### src/common/port_ctrl_defs.svh
// Bit positions, select codes and reset values of the port control logic
`ifndef PORT_CTRL_DEFS_SVH
`define PORT_CTRL_DEFS_SVH

`define DATA_WIDTH        8
`define CTRL_RW_WIDTH     6
`define CTRL_RESET        6'h00
`define DATA_RESET        8'h00

// Control word fields
`define FIRST_ENABLE_BIT  0
`define FIRST_EDGE_BIT    1
`define DIR_ACCESS_BIT    2
`define AUX_CTRL3_BIT     3
`define AUX_CTRL4_BIT     4
`define AUX_OUTPUT_BIT    5
`define SECOND_FLAG_BIT   6
`define FIRST_FLAG_BIT    7

// Register select codes {reg_select_high, reg_select_low}
`define SEL_A_DATA        2'h0
`define SEL_A_CTRL        2'h1
`define SEL_B_DATA        2'h2
`define SEL_B_CTRL        2'h3

// Synchronised pin vector widths
`define BUS_PIN_WIDTH     13
`define LINE_PIN_WIDTH    4

`endif

### src/common/port_ctrl_pkg.sv
// Types shared by the port control logic
package port_ctrl_pkg;

  typedef enum logic [1:0] {
    aux_input,
    aux_handshake,
    aux_pulse,
    aux_level
  } aux_mode_type;

endpackage

### src/core/port_control_line_interrupt_logic.sv
// Control registers, interrupt flags and control lines of a two-port adapter
`timescale 1ns/1ps
`default_nettype none
`include "port_ctrl_defs.svh"

// Behaviour
// - Bit5 low: second line input, bit3/bit4
// - Control word fields: flags, aux, dir, first
// - First line edge by bit1, enable bit0
// - Data register read clears first flag
// - Late enable still raises pending request
// - Second line edge by bit4, enable bit3
// - Data register read clears second flag
// - Late bit3 enable raises pending request
// - Bit5 high: second line driven output
// - B handshake: high on first flag set
// - B low at enable rise after write
// - B pulse: high after deselected enable
// - B level mode follows control bit3
// - A handshake: high on first flag set
// - A low at enable fall of read
// - A pulse: high at deselected enable fall
// - A level mode copies control bit3
// - Selects pick data/direction or control
// - Reset clears all, lines input, irq off
// - Flag bits read-only, bits 0-5 writable
module port_control_line_interrupt_logic
  import port_ctrl_pkg::*;
(
  input  wire logic                   ref_clk,
  input  wire logic                   reset,
  input  wire logic                   bus_enable_pulse,
  input  wire logic                   chip_select,
  input  wire logic                   read_not_write,
  input  wire logic                   reg_select_low,
  input  wire logic                   reg_select_high,
  input  wire logic [`DATA_WIDTH-1:0] bus_write_data,
  output logic      [`DATA_WIDTH-1:0] bus_read_data,
  output logic                        bus_read_oe,
  input  wire logic                   a_edge_input,
  input  wire logic                   b_edge_input,
  input  wire logic                   a_aux_line_in,
  output logic                        a_aux_line_out,
  output logic                        a_aux_line_oe,
  input  wire logic                   b_aux_line_in,
  output logic                        b_aux_line_out,
  output logic                        b_aux_line_oe,
  output logic                        a_int_request_n_out,
  output logic                        a_int_request_n_oe,
  output logic                        b_int_request_n_out,
  output logic                        b_int_request_n_oe,
  input  wire logic [`DATA_WIDTH-1:0] a_data_rdata,
  input  wire logic [`DATA_WIDTH-1:0] a_direction_rdata,
  input  wire logic [`DATA_WIDTH-1:0] b_data_rdata,
  input  wire logic [`DATA_WIDTH-1:0] b_direction_rdata,
  output logic      [`DATA_WIDTH-1:0] port_write_data,
  output logic                        a_data_read_strobe,
  output logic                        a_data_write_strobe,
  output logic                        a_direction_write_strobe,
  output logic                        b_data_read_strobe,
  output logic                        b_data_write_strobe,
  output logic                        b_direction_write_strobe
);

  // ************************************************************
  // Pin synchronisers
  // ************************************************************
  logic [`BUS_PIN_WIDTH-1:0]  bus_level;
  logic [`BUS_PIN_WIDTH-1:0]  bus_rise;
  logic [`BUS_PIN_WIDTH-1:0]  bus_fall;
  logic [`LINE_PIN_WIDTH-1:0] line_level;
  logic [`LINE_PIN_WIDTH-1:0] line_rise;
  logic [`LINE_PIN_WIDTH-1:0] line_fall;

  // Bus fields are stable across the enable pulse, so skew is harmless
  pin_sync #(.WIDTH(`BUS_PIN_WIDTH)) bus_sync (
    .ref_clk (ref_clk),
    .reset   (reset),
    .pin_in  ({bus_write_data, reg_select_high, reg_select_low,
               read_not_write, chip_select, bus_enable_pulse}),
    .level   (bus_level),
    .rise    (bus_rise),
    .fall    (bus_fall)
  );

  // Edge detection needs one clock between edges; the bus side
  // guarantees a whole enable pulse of settling
  pin_sync #(.WIDTH(`LINE_PIN_WIDTH)) line_sync (
    .ref_clk (ref_clk),
    .reset   (reset),
    .pin_in  ({b_aux_line_in, a_aux_line_in, b_edge_input, a_edge_input}),
    .level   (line_level),
    .rise    (line_rise),
    .fall    (line_fall)
  );

  // ************************************************************
  // Bus cycle decode
  // ************************************************************
  wire                   enable_rise = bus_rise[0];
  wire                   enable_fall = bus_fall[0];
  wire                   selected    = bus_level[1];
  wire                   is_read     = bus_level[2];
  wire [1:0]             reg_select  = bus_level[4:3];
  wire [`DATA_WIDTH-1:0] write_data  = bus_level[12:5];

  logic       cycle_selected;
  logic       cycle_read;
  logic [1:0] cycle_select;

  always_ff @(posedge ref_clk) begin
    if (reset) begin
      cycle_selected <= 1'b0;
      cycle_read     <= 1'b0;
      cycle_select   <= `SEL_A_DATA;
    end else if (enable_rise) begin
      cycle_selected <= selected;
      cycle_read     <= is_read;
      cycle_select   <= reg_select;
    end
  end

  logic [`CTRL_RW_WIDTH-1:0] port_a_control;
  logic [`CTRL_RW_WIDTH-1:0] port_b_control;

  wire a_data_view = port_a_control[`DIR_ACCESS_BIT];
  wire b_data_view = port_b_control[`DIR_ACCESS_BIT];

  // Actions complete at the falling edge of a selected enable pulse
  wire end_selected   = enable_fall & cycle_selected;
  wire end_deselected = enable_fall & ~cycle_selected;
  wire end_read       = end_selected & cycle_read;
  wire end_write      = end_selected & ~cycle_read;

  wire hit_a_data = (cycle_select == `SEL_A_DATA);
  wire hit_a_ctrl = (cycle_select == `SEL_A_CTRL);
  wire hit_b_data = (cycle_select == `SEL_B_DATA);
  wire hit_b_ctrl = (cycle_select == `SEL_B_CTRL);

  wire a_data_read  = end_read & hit_a_data & a_data_view;
  wire b_data_read  = end_read & hit_b_data & b_data_view;
  wire a_ctrl_write = end_write & hit_a_ctrl;
  wire b_ctrl_write = end_write & hit_b_ctrl;

  assign a_data_read_strobe       = a_data_read;
  assign b_data_read_strobe       = b_data_read;
  assign a_data_write_strobe      = end_write & hit_a_data & a_data_view;
  assign a_direction_write_strobe = end_write & hit_a_data & ~a_data_view;
  assign b_data_write_strobe      = end_write & hit_b_data & b_data_view;
  assign b_direction_write_strobe = end_write & hit_b_data & ~b_data_view;

  // ************************************************************
  // Control registers
  // ************************************************************
  always_ff @(posedge ref_clk) begin
    if (reset) begin
      port_a_control  <= `CTRL_RESET;
      port_b_control  <= `CTRL_RESET;
      port_write_data <= `DATA_RESET;
    end else begin
      if (end_write) begin
        port_write_data <= write_data;
      end
      if (a_ctrl_write) begin
        port_a_control <= write_data[`CTRL_RW_WIDTH-1:0];
      end
      if (b_ctrl_write) begin
        port_b_control <= write_data[`CTRL_RW_WIDTH-1:0];
      end
    end
  end

  // ************************************************************
  // Interrupt flags
  // ************************************************************
  logic a_first_flag;
  logic a_second_flag;
  logic b_first_flag;
  logic b_second_flag;

  wire a_first_set = port_a_control[`FIRST_EDGE_BIT] ?
                     line_rise[0] : line_fall[0];
  wire b_first_set = port_b_control[`FIRST_EDGE_BIT] ?
                     line_rise[1] : line_fall[1];

  // Second line only raises its flag while it is an input
  wire a_second_set = ~port_a_control[`AUX_OUTPUT_BIT] &
                      (port_a_control[`AUX_CTRL4_BIT] ?
                       line_rise[2] : line_fall[2]);
  wire b_second_set = ~port_b_control[`AUX_OUTPUT_BIT] &
                      (port_b_control[`AUX_CTRL4_BIT] ?
                       line_rise[3] : line_fall[3]);

  event_flag a_first_cell (
    .ref_clk     (ref_clk),
    .reset       (reset),
    .set_event   (a_first_set),
    .clear_event (a_data_read),
    .flag        (a_first_flag)
  );

  event_flag a_second_cell (
    .ref_clk     (ref_clk),
    .reset       (reset),
    .set_event   (a_second_set),
    .clear_event (a_data_read),
    .flag        (a_second_flag)
  );

  event_flag b_first_cell (
    .ref_clk     (ref_clk),
    .reset       (reset),
    .set_event   (b_first_set),
    .clear_event (b_data_read),
    .flag        (b_first_flag)
  );

  event_flag b_second_cell (
    .ref_clk     (ref_clk),
    .reset       (reset),
    .set_event   (b_second_set),
    .clear_event (b_data_read),
    .flag        (b_second_flag)
  );

  // ************************************************************
  // Interrupt requests
  // ************************************************************
  // Enables gate the flag, not the setting, so a late enable
  // still raises a pending request
  wire a_request = (a_first_flag & port_a_control[`FIRST_ENABLE_BIT]) |
                   (a_second_flag & port_a_control[`AUX_CTRL3_BIT] &
                    ~port_a_control[`AUX_OUTPUT_BIT]);
  wire b_request = (b_first_flag & port_b_control[`FIRST_ENABLE_BIT]) |
                   (b_second_flag & port_b_control[`AUX_CTRL3_BIT] &
                    ~port_b_control[`AUX_OUTPUT_BIT]);

  // Open drain: only ever pulls low
  assign a_int_request_n_out = 1'b0;
  assign a_int_request_n_oe  = a_request;
  assign b_int_request_n_out = 1'b0;
  assign b_int_request_n_oe  = b_request;

  // ************************************************************
  // Second line output modes
  // ************************************************************
  aux_mode_type a_mode;
  aux_mode_type b_mode;

  assign a_mode = ~port_a_control[`AUX_OUTPUT_BIT] ? aux_input :
                  port_a_control[`AUX_CTRL4_BIT]   ? aux_level :
                  port_a_control[`AUX_CTRL3_BIT]   ? aux_pulse :
                                                     aux_handshake;
  assign b_mode = ~port_b_control[`AUX_OUTPUT_BIT] ? aux_input :
                  port_b_control[`AUX_CTRL4_BIT]   ? aux_level :
                  port_b_control[`AUX_CTRL3_BIT]   ? aux_pulse :
                                                     aux_handshake;

  logic a_strobe_level;
  logic b_strobe_level;
  logic b_write_pending;
  logic b_deselect_seen;

  wire a_raise = ((a_mode == aux_handshake) & a_first_set) |
                 ((a_mode == aux_pulse) & end_deselected);
  wire b_raise = ((b_mode == aux_handshake) & b_first_set) |
                 ((b_mode == aux_pulse) & enable_rise & b_deselect_seen);
  wire b_drop  = enable_rise & b_write_pending;

  // Port A: dropped at the fall of the reading enable pulse
  always_ff @(posedge ref_clk) begin
    if (reset) begin
      a_strobe_level <= 1'b0;
    end else if (a_raise) begin
      a_strobe_level <= 1'b1;
    end else if (a_data_read) begin
      a_strobe_level <= 1'b0;
    end
  end

  // Port B: a write marks the next enable rise for the drop
  always_ff @(posedge ref_clk) begin
    if (reset) begin
      b_write_pending <= 1'b0;
      b_deselect_seen <= 1'b0;
      b_strobe_level  <= 1'b0;
    end else begin
      if (b_data_write_strobe) begin
        b_write_pending <= 1'b1;
      end else if (enable_rise) begin
        b_write_pending <= 1'b0;
      end
      if (end_deselected) begin
        b_deselect_seen <= 1'b1;
      end else if (enable_rise) begin
        b_deselect_seen <= 1'b0;
      end
      if (b_raise) begin
        b_strobe_level <= 1'b1;
      end else if (b_drop) begin
        b_strobe_level <= 1'b0;
      end
    end
  end

  // Level mode follows the stored bit, so it moves only on a write
  assign a_aux_line_out = (a_mode == aux_level) ?
                          port_a_control[`AUX_CTRL3_BIT] : a_strobe_level;
  assign b_aux_line_out = (b_mode == aux_level) ?
                          port_b_control[`AUX_CTRL3_BIT] : b_strobe_level;
  assign a_aux_line_oe  = (a_mode != aux_input);
  assign b_aux_line_oe  = (b_mode != aux_input);

  // ************************************************************
  // Read data path
  // ************************************************************
  wire [`DATA_WIDTH-1:0] a_ctrl_word = {a_first_flag, a_second_flag,
                                        port_a_control};
  wire [`DATA_WIDTH-1:0] b_ctrl_word = {b_first_flag, b_second_flag,
                                        port_b_control};
  wire [`DATA_WIDTH-1:0] a_port_word = a_data_view ?
                                       a_data_rdata : a_direction_rdata;
  wire [`DATA_WIDTH-1:0] b_port_word = b_data_view ?
                                       b_data_rdata : b_direction_rdata;

  logic [`DATA_WIDTH-1:0] next_read_data;

  always_comb begin
    unique case (reg_select)
      `SEL_A_DATA: next_read_data = a_port_word;
      `SEL_A_CTRL: next_read_data = a_ctrl_word;
      `SEL_B_DATA: next_read_data = b_port_word;
      `SEL_B_CTRL: next_read_data = b_ctrl_word;
    endcase
  end

  // Captured at the enable rise; flags clear only at the fall, so
  // the read still shows them
  always_ff @(posedge ref_clk) begin
    if (reset) begin
      bus_read_data <= `DATA_RESET;
      bus_read_oe   <= 1'b0;
    end else if (enable_rise & selected & is_read) begin
      bus_read_data <= next_read_data;
      bus_read_oe   <= 1'b1;
    end else if (enable_fall) begin
      bus_read_oe   <= 1'b0;
    end
  end

endmodule

`default_nettype wire

### src/core/pin_sync.sv
// Two-flop synchroniser with edge detection for a group of pins
`timescale 1ns/1ps
`default_nettype none

module pin_sync #(
  parameter int WIDTH = 1
) (
  input  wire logic             ref_clk,
  input  wire logic             reset,
  input  wire logic [WIDTH-1:0] pin_in,
  output logic      [WIDTH-1:0] level,
  output logic      [WIDTH-1:0] rise,
  output logic      [WIDTH-1:0] fall
);

  logic [WIDTH-1:0] stage_one;
  logic [WIDTH-1:0] stage_two;
  logic [WIDTH-1:0] last;

  always_ff @(posedge ref_clk) begin
    if (reset) begin
      stage_one <= '0;
      stage_two <= '0;
      last      <= '0;
    end else begin
      stage_one <= pin_in;
      stage_two <= stage_one;
      last      <= stage_two;
    end
  end

  assign level = stage_two;
  assign rise  = stage_two & ~last;
  assign fall  = ~stage_two & last;

endmodule

`default_nettype wire

### src/core/event_flag.sv
// Sticky flag where a set in the clearing cycle wins
`timescale 1ns/1ps
`default_nettype none

module event_flag (
  input  wire logic ref_clk,
  input  wire logic reset,
  input  wire logic set_event,
  input  wire logic clear_event,
  output logic      flag
);

  always_ff @(posedge ref_clk) begin
    if (reset) begin
      flag <= 1'b0;
    end else if (set_event) begin
      flag <= 1'b1;
    end else if (clear_event) begin
      flag <= 1'b0;
    end
  end

endmodule

`default_nettype wire

### config.mk
export PLATFORM = sky130hd
export DESIGN_NAME = port_control_line_interrupt_logic
export DESIGN_NICKNAME = d
export VERILOG_FILES = /design/src/common/port_ctrl_pkg.sv /design/src/core/port_control_line_interrupt_logic.sv /design/src/core/pin_sync.sv /design/src/core/event_flag.sv
export VERILOG_INCLUDE_DIRS = /design/src /design/src/common
export SDC_FILE = /design/constraint.sdc
export NUM_CORES = 1
export LEC_CHECK = 0
export BUFFER_PORTS_ARGS = -buffer_cell sky130_fd_sc_hd__buf_2
export CORE_UTILIZATION = 59
export DETAILED_ROUTE_END_ITERATION = 7
export GPL_TIMING_DRIVEN = 0
export PLACE_DENSITY = 0.88
export SYNTH_ARGS = -nofsm -noshare
export SYNTH_HDL_FRONTEND = slang
export SYNTH_HIERARCHICAL = 1
export SYNTH_SLANG_ARGS = --single-unit
### constraint.sdc
create_clock -name ref_clk -period 4.65 [get_ports ref_clk]
set_input_delay 0 -clock ref_clk [delete_from_list [all_inputs] [get_ports ref_clk]]
set_output_delay 0 -clock ref_clk [all_outputs]
set_load 0.02 [all_outputs]
==> flow_metrics.env, run 1 <==
export IMPL_status="finished, final reports clean"
export IMPL_synthCells=319
export IMPL_drt_pass1_iterations=7
export IMPL_avgRoutedWirePerCell_um=14.39
export IMPL_htreeDepth=3
export IMPL_rows=27
export IMPL_fin_tns_setup_ns=0
export IMPL_core_area_mm2=0.005507
export IMPL_skew_ns=0.009797
export IMPL_grt_max_degree=18
export IMPL_drt_total_wl_um=7253
export IMPL_setup_viol=0
export IMPL_nets=478
export IMPL_cts_resized=0
export IMPL_min_period_over_period_pct=37.34
export IMPL_synth_area_mm2=0.003364
export IMPL_grt_overflow_total=0
export IMPL_critPathCaptureType="primary output"
export IMPL_finalHoldWorstSlack_ns=0.02061
export IMPL_place_ws_ns=2.942
export IMPL_slew_headroom_pct=63.20
export IMPL_cp_arrival_ns=1.74
export IMPL_startpoint_type="register"
export IMPL_hpwl_um=4891
export IMPL_antenna_found_initial=0
export IMPL_critPathKind="reg2out"
export IMPL_clk_path_buf_depth=2
export IMPL_final_util_pct=77.19
export IMPL_numCtsBuffers=9
export IMPL_syn_to_final_growth_pct=26.33
export IMPL_dieArea_mm2=0.006009
export IMPL_syn_avg_cell_area_um2=10.55
export IMPL_io_pin_count=82
export IMPL_gp_congestion=0.8526
export IMPL_leakagePower_nw=1.848
export IMPL_max_freq_ghz=0.5760
export IMPL_start_util_pct=61.10
export IMPL_clkTransAtPathRegs_ns=0.09
export IMPL_hold_class="in2reg"
export IMPL_ys_warn_count=6
export IMPL_maxSlewViolCount=0
export IMPL_remaining_drc_errors=0
export IMPL_critPathRequiredTime_ns=4.65
export IMPL_die_w_um=77.52
export IMPL_clock_latency_ns=0.36
export IMPL_max_cap_violations=0
export IMPL_avgViaCountPerCell=5.183
export IMPL_drtAntennaViolNets=0
export IMPL_worstPathMaxFanout=6
export IMPL_cts_root_buf="clkbuf_8"
export IMPL_drive_gt1_share_pct=35.88
export IMPL_grt_util_all_layers_pct=25.75
export IMPL_dr_first_iter_drc_count=153
export IMPL_grt_first_pass_wirelength_um=11920
export IMPL_holdPathStages=2
export IMPL_antenna_cells=0
export IMPL_vdd_drop_max_v=0.0002398
export IMPL_power_w=0.001381
export IMPL_powerDensity_mw_per_mm2=324.8
export IMPL_grt_pass1_vias=2545
export IMPL_port_buffers=79
export IMPL_dieHeight_um=77.52
export IMPL_vias=2612
export IMPL_fin_crit_ns=1.736
export IMPL_r2r_cells=5
export IMPL_cts_tree="done"
export IMPL_timing_final_ws_setup_ns=2.914
export IMPL_finalHoldViolCount=0
export IMPL_rsz0062_at_grt="false"
export IMPL_cts_sinks=80
export IMPL_worstMarginPinSlew_ns=0.5520
export IMPL_fill_cells=356
==> area by class of cell <==
class                      instances  area [um2]  share of cell area (%)
clock buffer                       9       123.9                   2.914
tap                               72       90.09                   2.120
clock inverter                     7       102.6                   2.414
buffer                            22       128.9                   3.032
multi-input combinational        209        1604                   37.74
timing repair buffer              96       565.5                   13.31
inverter                           9       33.78                  0.7948
sequential                        80        1602                   37.68
==> registers in the layout (all words and copies together) (netlist names), 2 cells and up <==
name	count
line_sync/last	4
line_sync/stage_one	4
cycle_select	2
port_a_control	6
line_sync/level	4
bus_sync/level	13
port_write_data	8
bus_sync/stage_one	13
port_b_control	6
bus_read_data	8
==> report_power, final <==
group / total, W / internal (W) / switching [W]
clock: 0.000574 / 0.000308 / 0.000266
combinational: 0.0000980 / 0.0000571 / 0.0000409
sequential: 0.000708 / 0.000701 / 0.00000713
total: 0.00138 / 0.00107 / 0.000314
==> what timing repair did <==
action                                 4_1_cts  5_1_grt
endpoints found under the hold margin       17        0
setup buffers                                0        0
hold buffers                                17        0
==> layer usage <==
metal,wire (um),GRT usage (%),up-vias,part of all wire [%]
li1,-,-,1294,-
met1,3130,31.39,1190,43
met2,3481,42.48,110,48
met3,462,5.412,18,6.4
met4,178,13.77,0,2.5
met5,0,0,-,0
==> path summary, 6_finish.rpt <==
check | from | slack [ns] | end
max | bus_sync/last[0] | 2.91 | b_direction_write_strobe
min | reset | 0.02 | a_first_cell/flag
max reg2reg | bus_sync/last[0] | 2.94 | port_a_control[0]
min reg2reg | bus_sync/stage_one[1] | 0.44 | bus_sync/level[1]
==> cell usage in the layout, fill, tap and decap left out, drive strengths merged, types with 5 or more instances in the layout <==
cell type / instances
a21oi: 7
dlygate4sd3: 17
a222oi: 6
inv: 11
nand2: 5
a211oi: 8
nor2: 29
dfxtp: 80
mux2i: 28
nor2b: 47
nand2b: 23
clkbuf: 18
buf: 92
mux2: 22
==> metrics by stage <==
step,std cells,area (um2)
after floorplan,320,3368
after global placement,471,3854
after detailed placement,471,3854
after CTS,504,4250
after global routing,504,4250
final,504,4250
==> worst max-delay path, stage by stage (launching register included) <==
cell	delay, ns
dfxtp_1	0.33
nor2b_1	0.32
nand4bb_1	0.29
nor3b_1	0.25
buf_2	0.19
Note: power is estimated with default switching activity, not from simulation.
==> run 2: changes to the inputs <==
Settings changed: CORE_UTILIZATION 59 to 54, PLACE_DENSITY 0.88 to 0.82.
Clock period 4.65 ns to 1.7 ns, I/O delays scaled along.
==> run 2 against run 1 <==
Effect of this change:
- clock power grew to 2.7 times the previous value
- die area grew 9.0%
- first-iteration DRC count grew 26%
- core utilization shrank 5.0 points
- final area grew 1.2%
- total power grew to 2.7 times the previous value
- register-to-register slack lost 2.9 ns
- combinational power grew to 2.8 times the previous value
- routed wire length grew 1.5%
- largest cell class unchanged
- highest routed layer unchanged
==> flow_metrics.env, run 2 (synthesized netlist as in run 1, its figures left out) <==
export IMPL_status="finished, final reports clean"
export IMPL_max_stage_delay_ns=0.43
export IMPL_r2r_cells=4
export IMPL_avgViaCountPerCell=5.175
export IMPL_htreeDepth=3
export IMPL_setup_viol=0
export IMPL_dp_cells=474
export IMPL_path_delay_family="compound AO/OA/AOI/OAI gates"
export IMPL_cts_root_buf="clkbuf_8"
export IMPL_rows=28
export IMPL_leakagePower_nw=1.851
export IMPL_slew_headroom_pct=62.14
export IMPL_holdPathStages=2
export IMPL_startpoint_type="register"
export IMPL_drt_total_wl_um=7361
export IMPL_final_cell_area_mm2=0.004302
export IMPL_cts_tree="done"
export IMPL_remaining_drc_errors=0
export IMPL_hold_path_endpoint="b_first_cell/flag"
export IMPL_maxSlewViolCount=0
export IMPL_grt_overflow_total=0
export IMPL_max_freq_ghz=0.6027
export IMPL_finalHoldViolCount=0
export IMPL_dieHeight_um=80.94
export IMPL_hpwl_um=5052
export IMPL_fill_cells=469
export IMPL_grt_pass1_vias=2560
export IMPL_vias=2629
export IMPL_min_period_over_period_pct=97.59
export IMPL_start_util_pct=56.49
export IMPL_cts_sinks=80
export IMPL_io_pin_count=82
export IMPL_dr_first_iter_drc_count=193
export IMPL_hp_start="reset"
export IMPL_stdcell_count=508
export IMPL_max_cap_violations=0
export IMPL_clkTransAtPathRegs_ns=0.08
export IMPL_r2r_slack_ns=0.04
export IMPL_core_area_mm2=0.005956
export IMPL_antenna_cells=0
export IMPL_antenna_found_initial=0
export IMPL_port_buffers=79
export IMPL_critPathCaptureType="register"
export IMPL_fin_crit_ns=1.659
export IMPL_dieArea_mm2=0.006550
export IMPL_slowest_stage="dfxtp_1"
export IMPL_numCtsBuffers=9
export IMPL_r2r_start="port_b_control[2]"
export IMPL_grt_max_degree=18
export IMPL_skew_ns=0.009404
export IMPL_cp_cell_sequence="clkbuf_4 -> mux2_2 -> a222oi_1 -> a211oi_1"
export IMPL_gp_congestion=0.8321
export IMPL_path_buf_inv=1
export IMPL_drtAntennaViolNets=0
export IMPL_critPathKind="reg2reg"
export IMPL_grt_first_pass_wirelength_um=11540
export IMPL_die_w_um=80.94
export IMPL_final_util_pct=72.23
export IMPL_finalHoldWorstSlack_ns=0.03049
export IMPL_worstPathMaxFanout=10
export IMPL_avgRoutedWirePerCell_um=14.49
export IMPL_hold_class="in2reg"
export IMPL_clk_path_buf_depth=2
export IMPL_powerDensity_mw_per_mm2=870.5
export IMPL_layout_commonest_cell="buf_2"
export IMPL_syn_to_final_growth_pct=27.85
export IMPL_drive_gt1_share_pct=36.95
export IMPL_cp_arrival_ns=1.88
export IMPL_clock_latency_ns=0.35
export IMPL_nets=479
export IMPL_critPathRequiredTime_ns=1.92
export IMPL_worstMarginPinSlew_ns=0.5679
export IMPL_vdd_drop_max_v=0.0006126
export IMPL_dpl_cell_area_mm2=0.003857
export IMPL_drt_pass1_iterations=5
export IMPL_most_common_layout_cells="buf_2, dfxtp_1, nor2b_1"
export IMPL_grt_util_all_layers_pct=23.31
export IMPL_r2r_end="bus_read_data[1]"
[run 2: how the worst max path moves through the flow]
stage                             end  cells after the start  slack [ns]              start
floorplan           port_a_control[0]                      5        0.24   bus_sync/last[0]
global placement    port_a_control[2]                      5      -0.004   bus_sync/last[0]
detailed placement  port_a_control[2]                      5       -0.05   bus_sync/last[0]
CTS                  bus_read_data[6]                      7       0.008  bus_sync/level[0]
global route         bus_read_data[0]                      4       -0.02  bus_sync/level[3]
finish               bus_read_data[1]                      4        0.04  port_b_control[2]
[run 2: repair_timing]
item	4_1_cts	5_1_grt
hold buffers	17	0
pin swaps	0	1
resized for setup	1	12
setup endpoints to repair	11	16
setup buffers	0	2
endpoints found under the hold margin	17	0
[run 2: metal layers]
metal / vias to the layer above / global-route usage, % / wire [um]
li1: 1304 / - / -
met1: 1223 / 27.55 / 3135
met2: 96 / 40.42 / 3731
met3: 6 / 6.067 / 438
met4: 0 / 8.571 / 57
met5: - / 0 / 0
[run 2: final cells by class]
type | instances | area (um2) | share of cell area, %
buffer | 21 | 141.4 | 3.287
clock buffer | 10 | 127.6 | 2.967
clock inverter | 6 | 92.59 | 2.152
inverter | 9 | 33.78 | 0.7853
multi-input combinational | 209 | 1628 | 37.84
sequential | 80 | 1604 | 37.29
tap | 75 | 93.84 | 2.181
timing repair buffer | 98 | 580.6 | 13.50
[run 2: through the flow]
stage               worst slack [ns]  total power (W)   TNS (ns)
global placement           -0.004340         0.002208  -0.004340
floorplan                     0.2382         0.002123          0
global route                -0.01625         0.003865   -0.01838
CTS                         0.007845         0.003754          0
detailed placement          -0.04906         0.002216    -0.1583
finish                       0.04089         0.003745          0
[run 2: power by group]
part | total (W) | leakage (nW) | switching [W] | internal (W)
Sequential | 0.00194 | 0.653 | 0.0000218 | 0.00192
Combinational | 0.000270 | 1.09 | 0.000112 | 0.000158
Clock | 0.00153 | 0.103 | 0.000699 | 0.000835
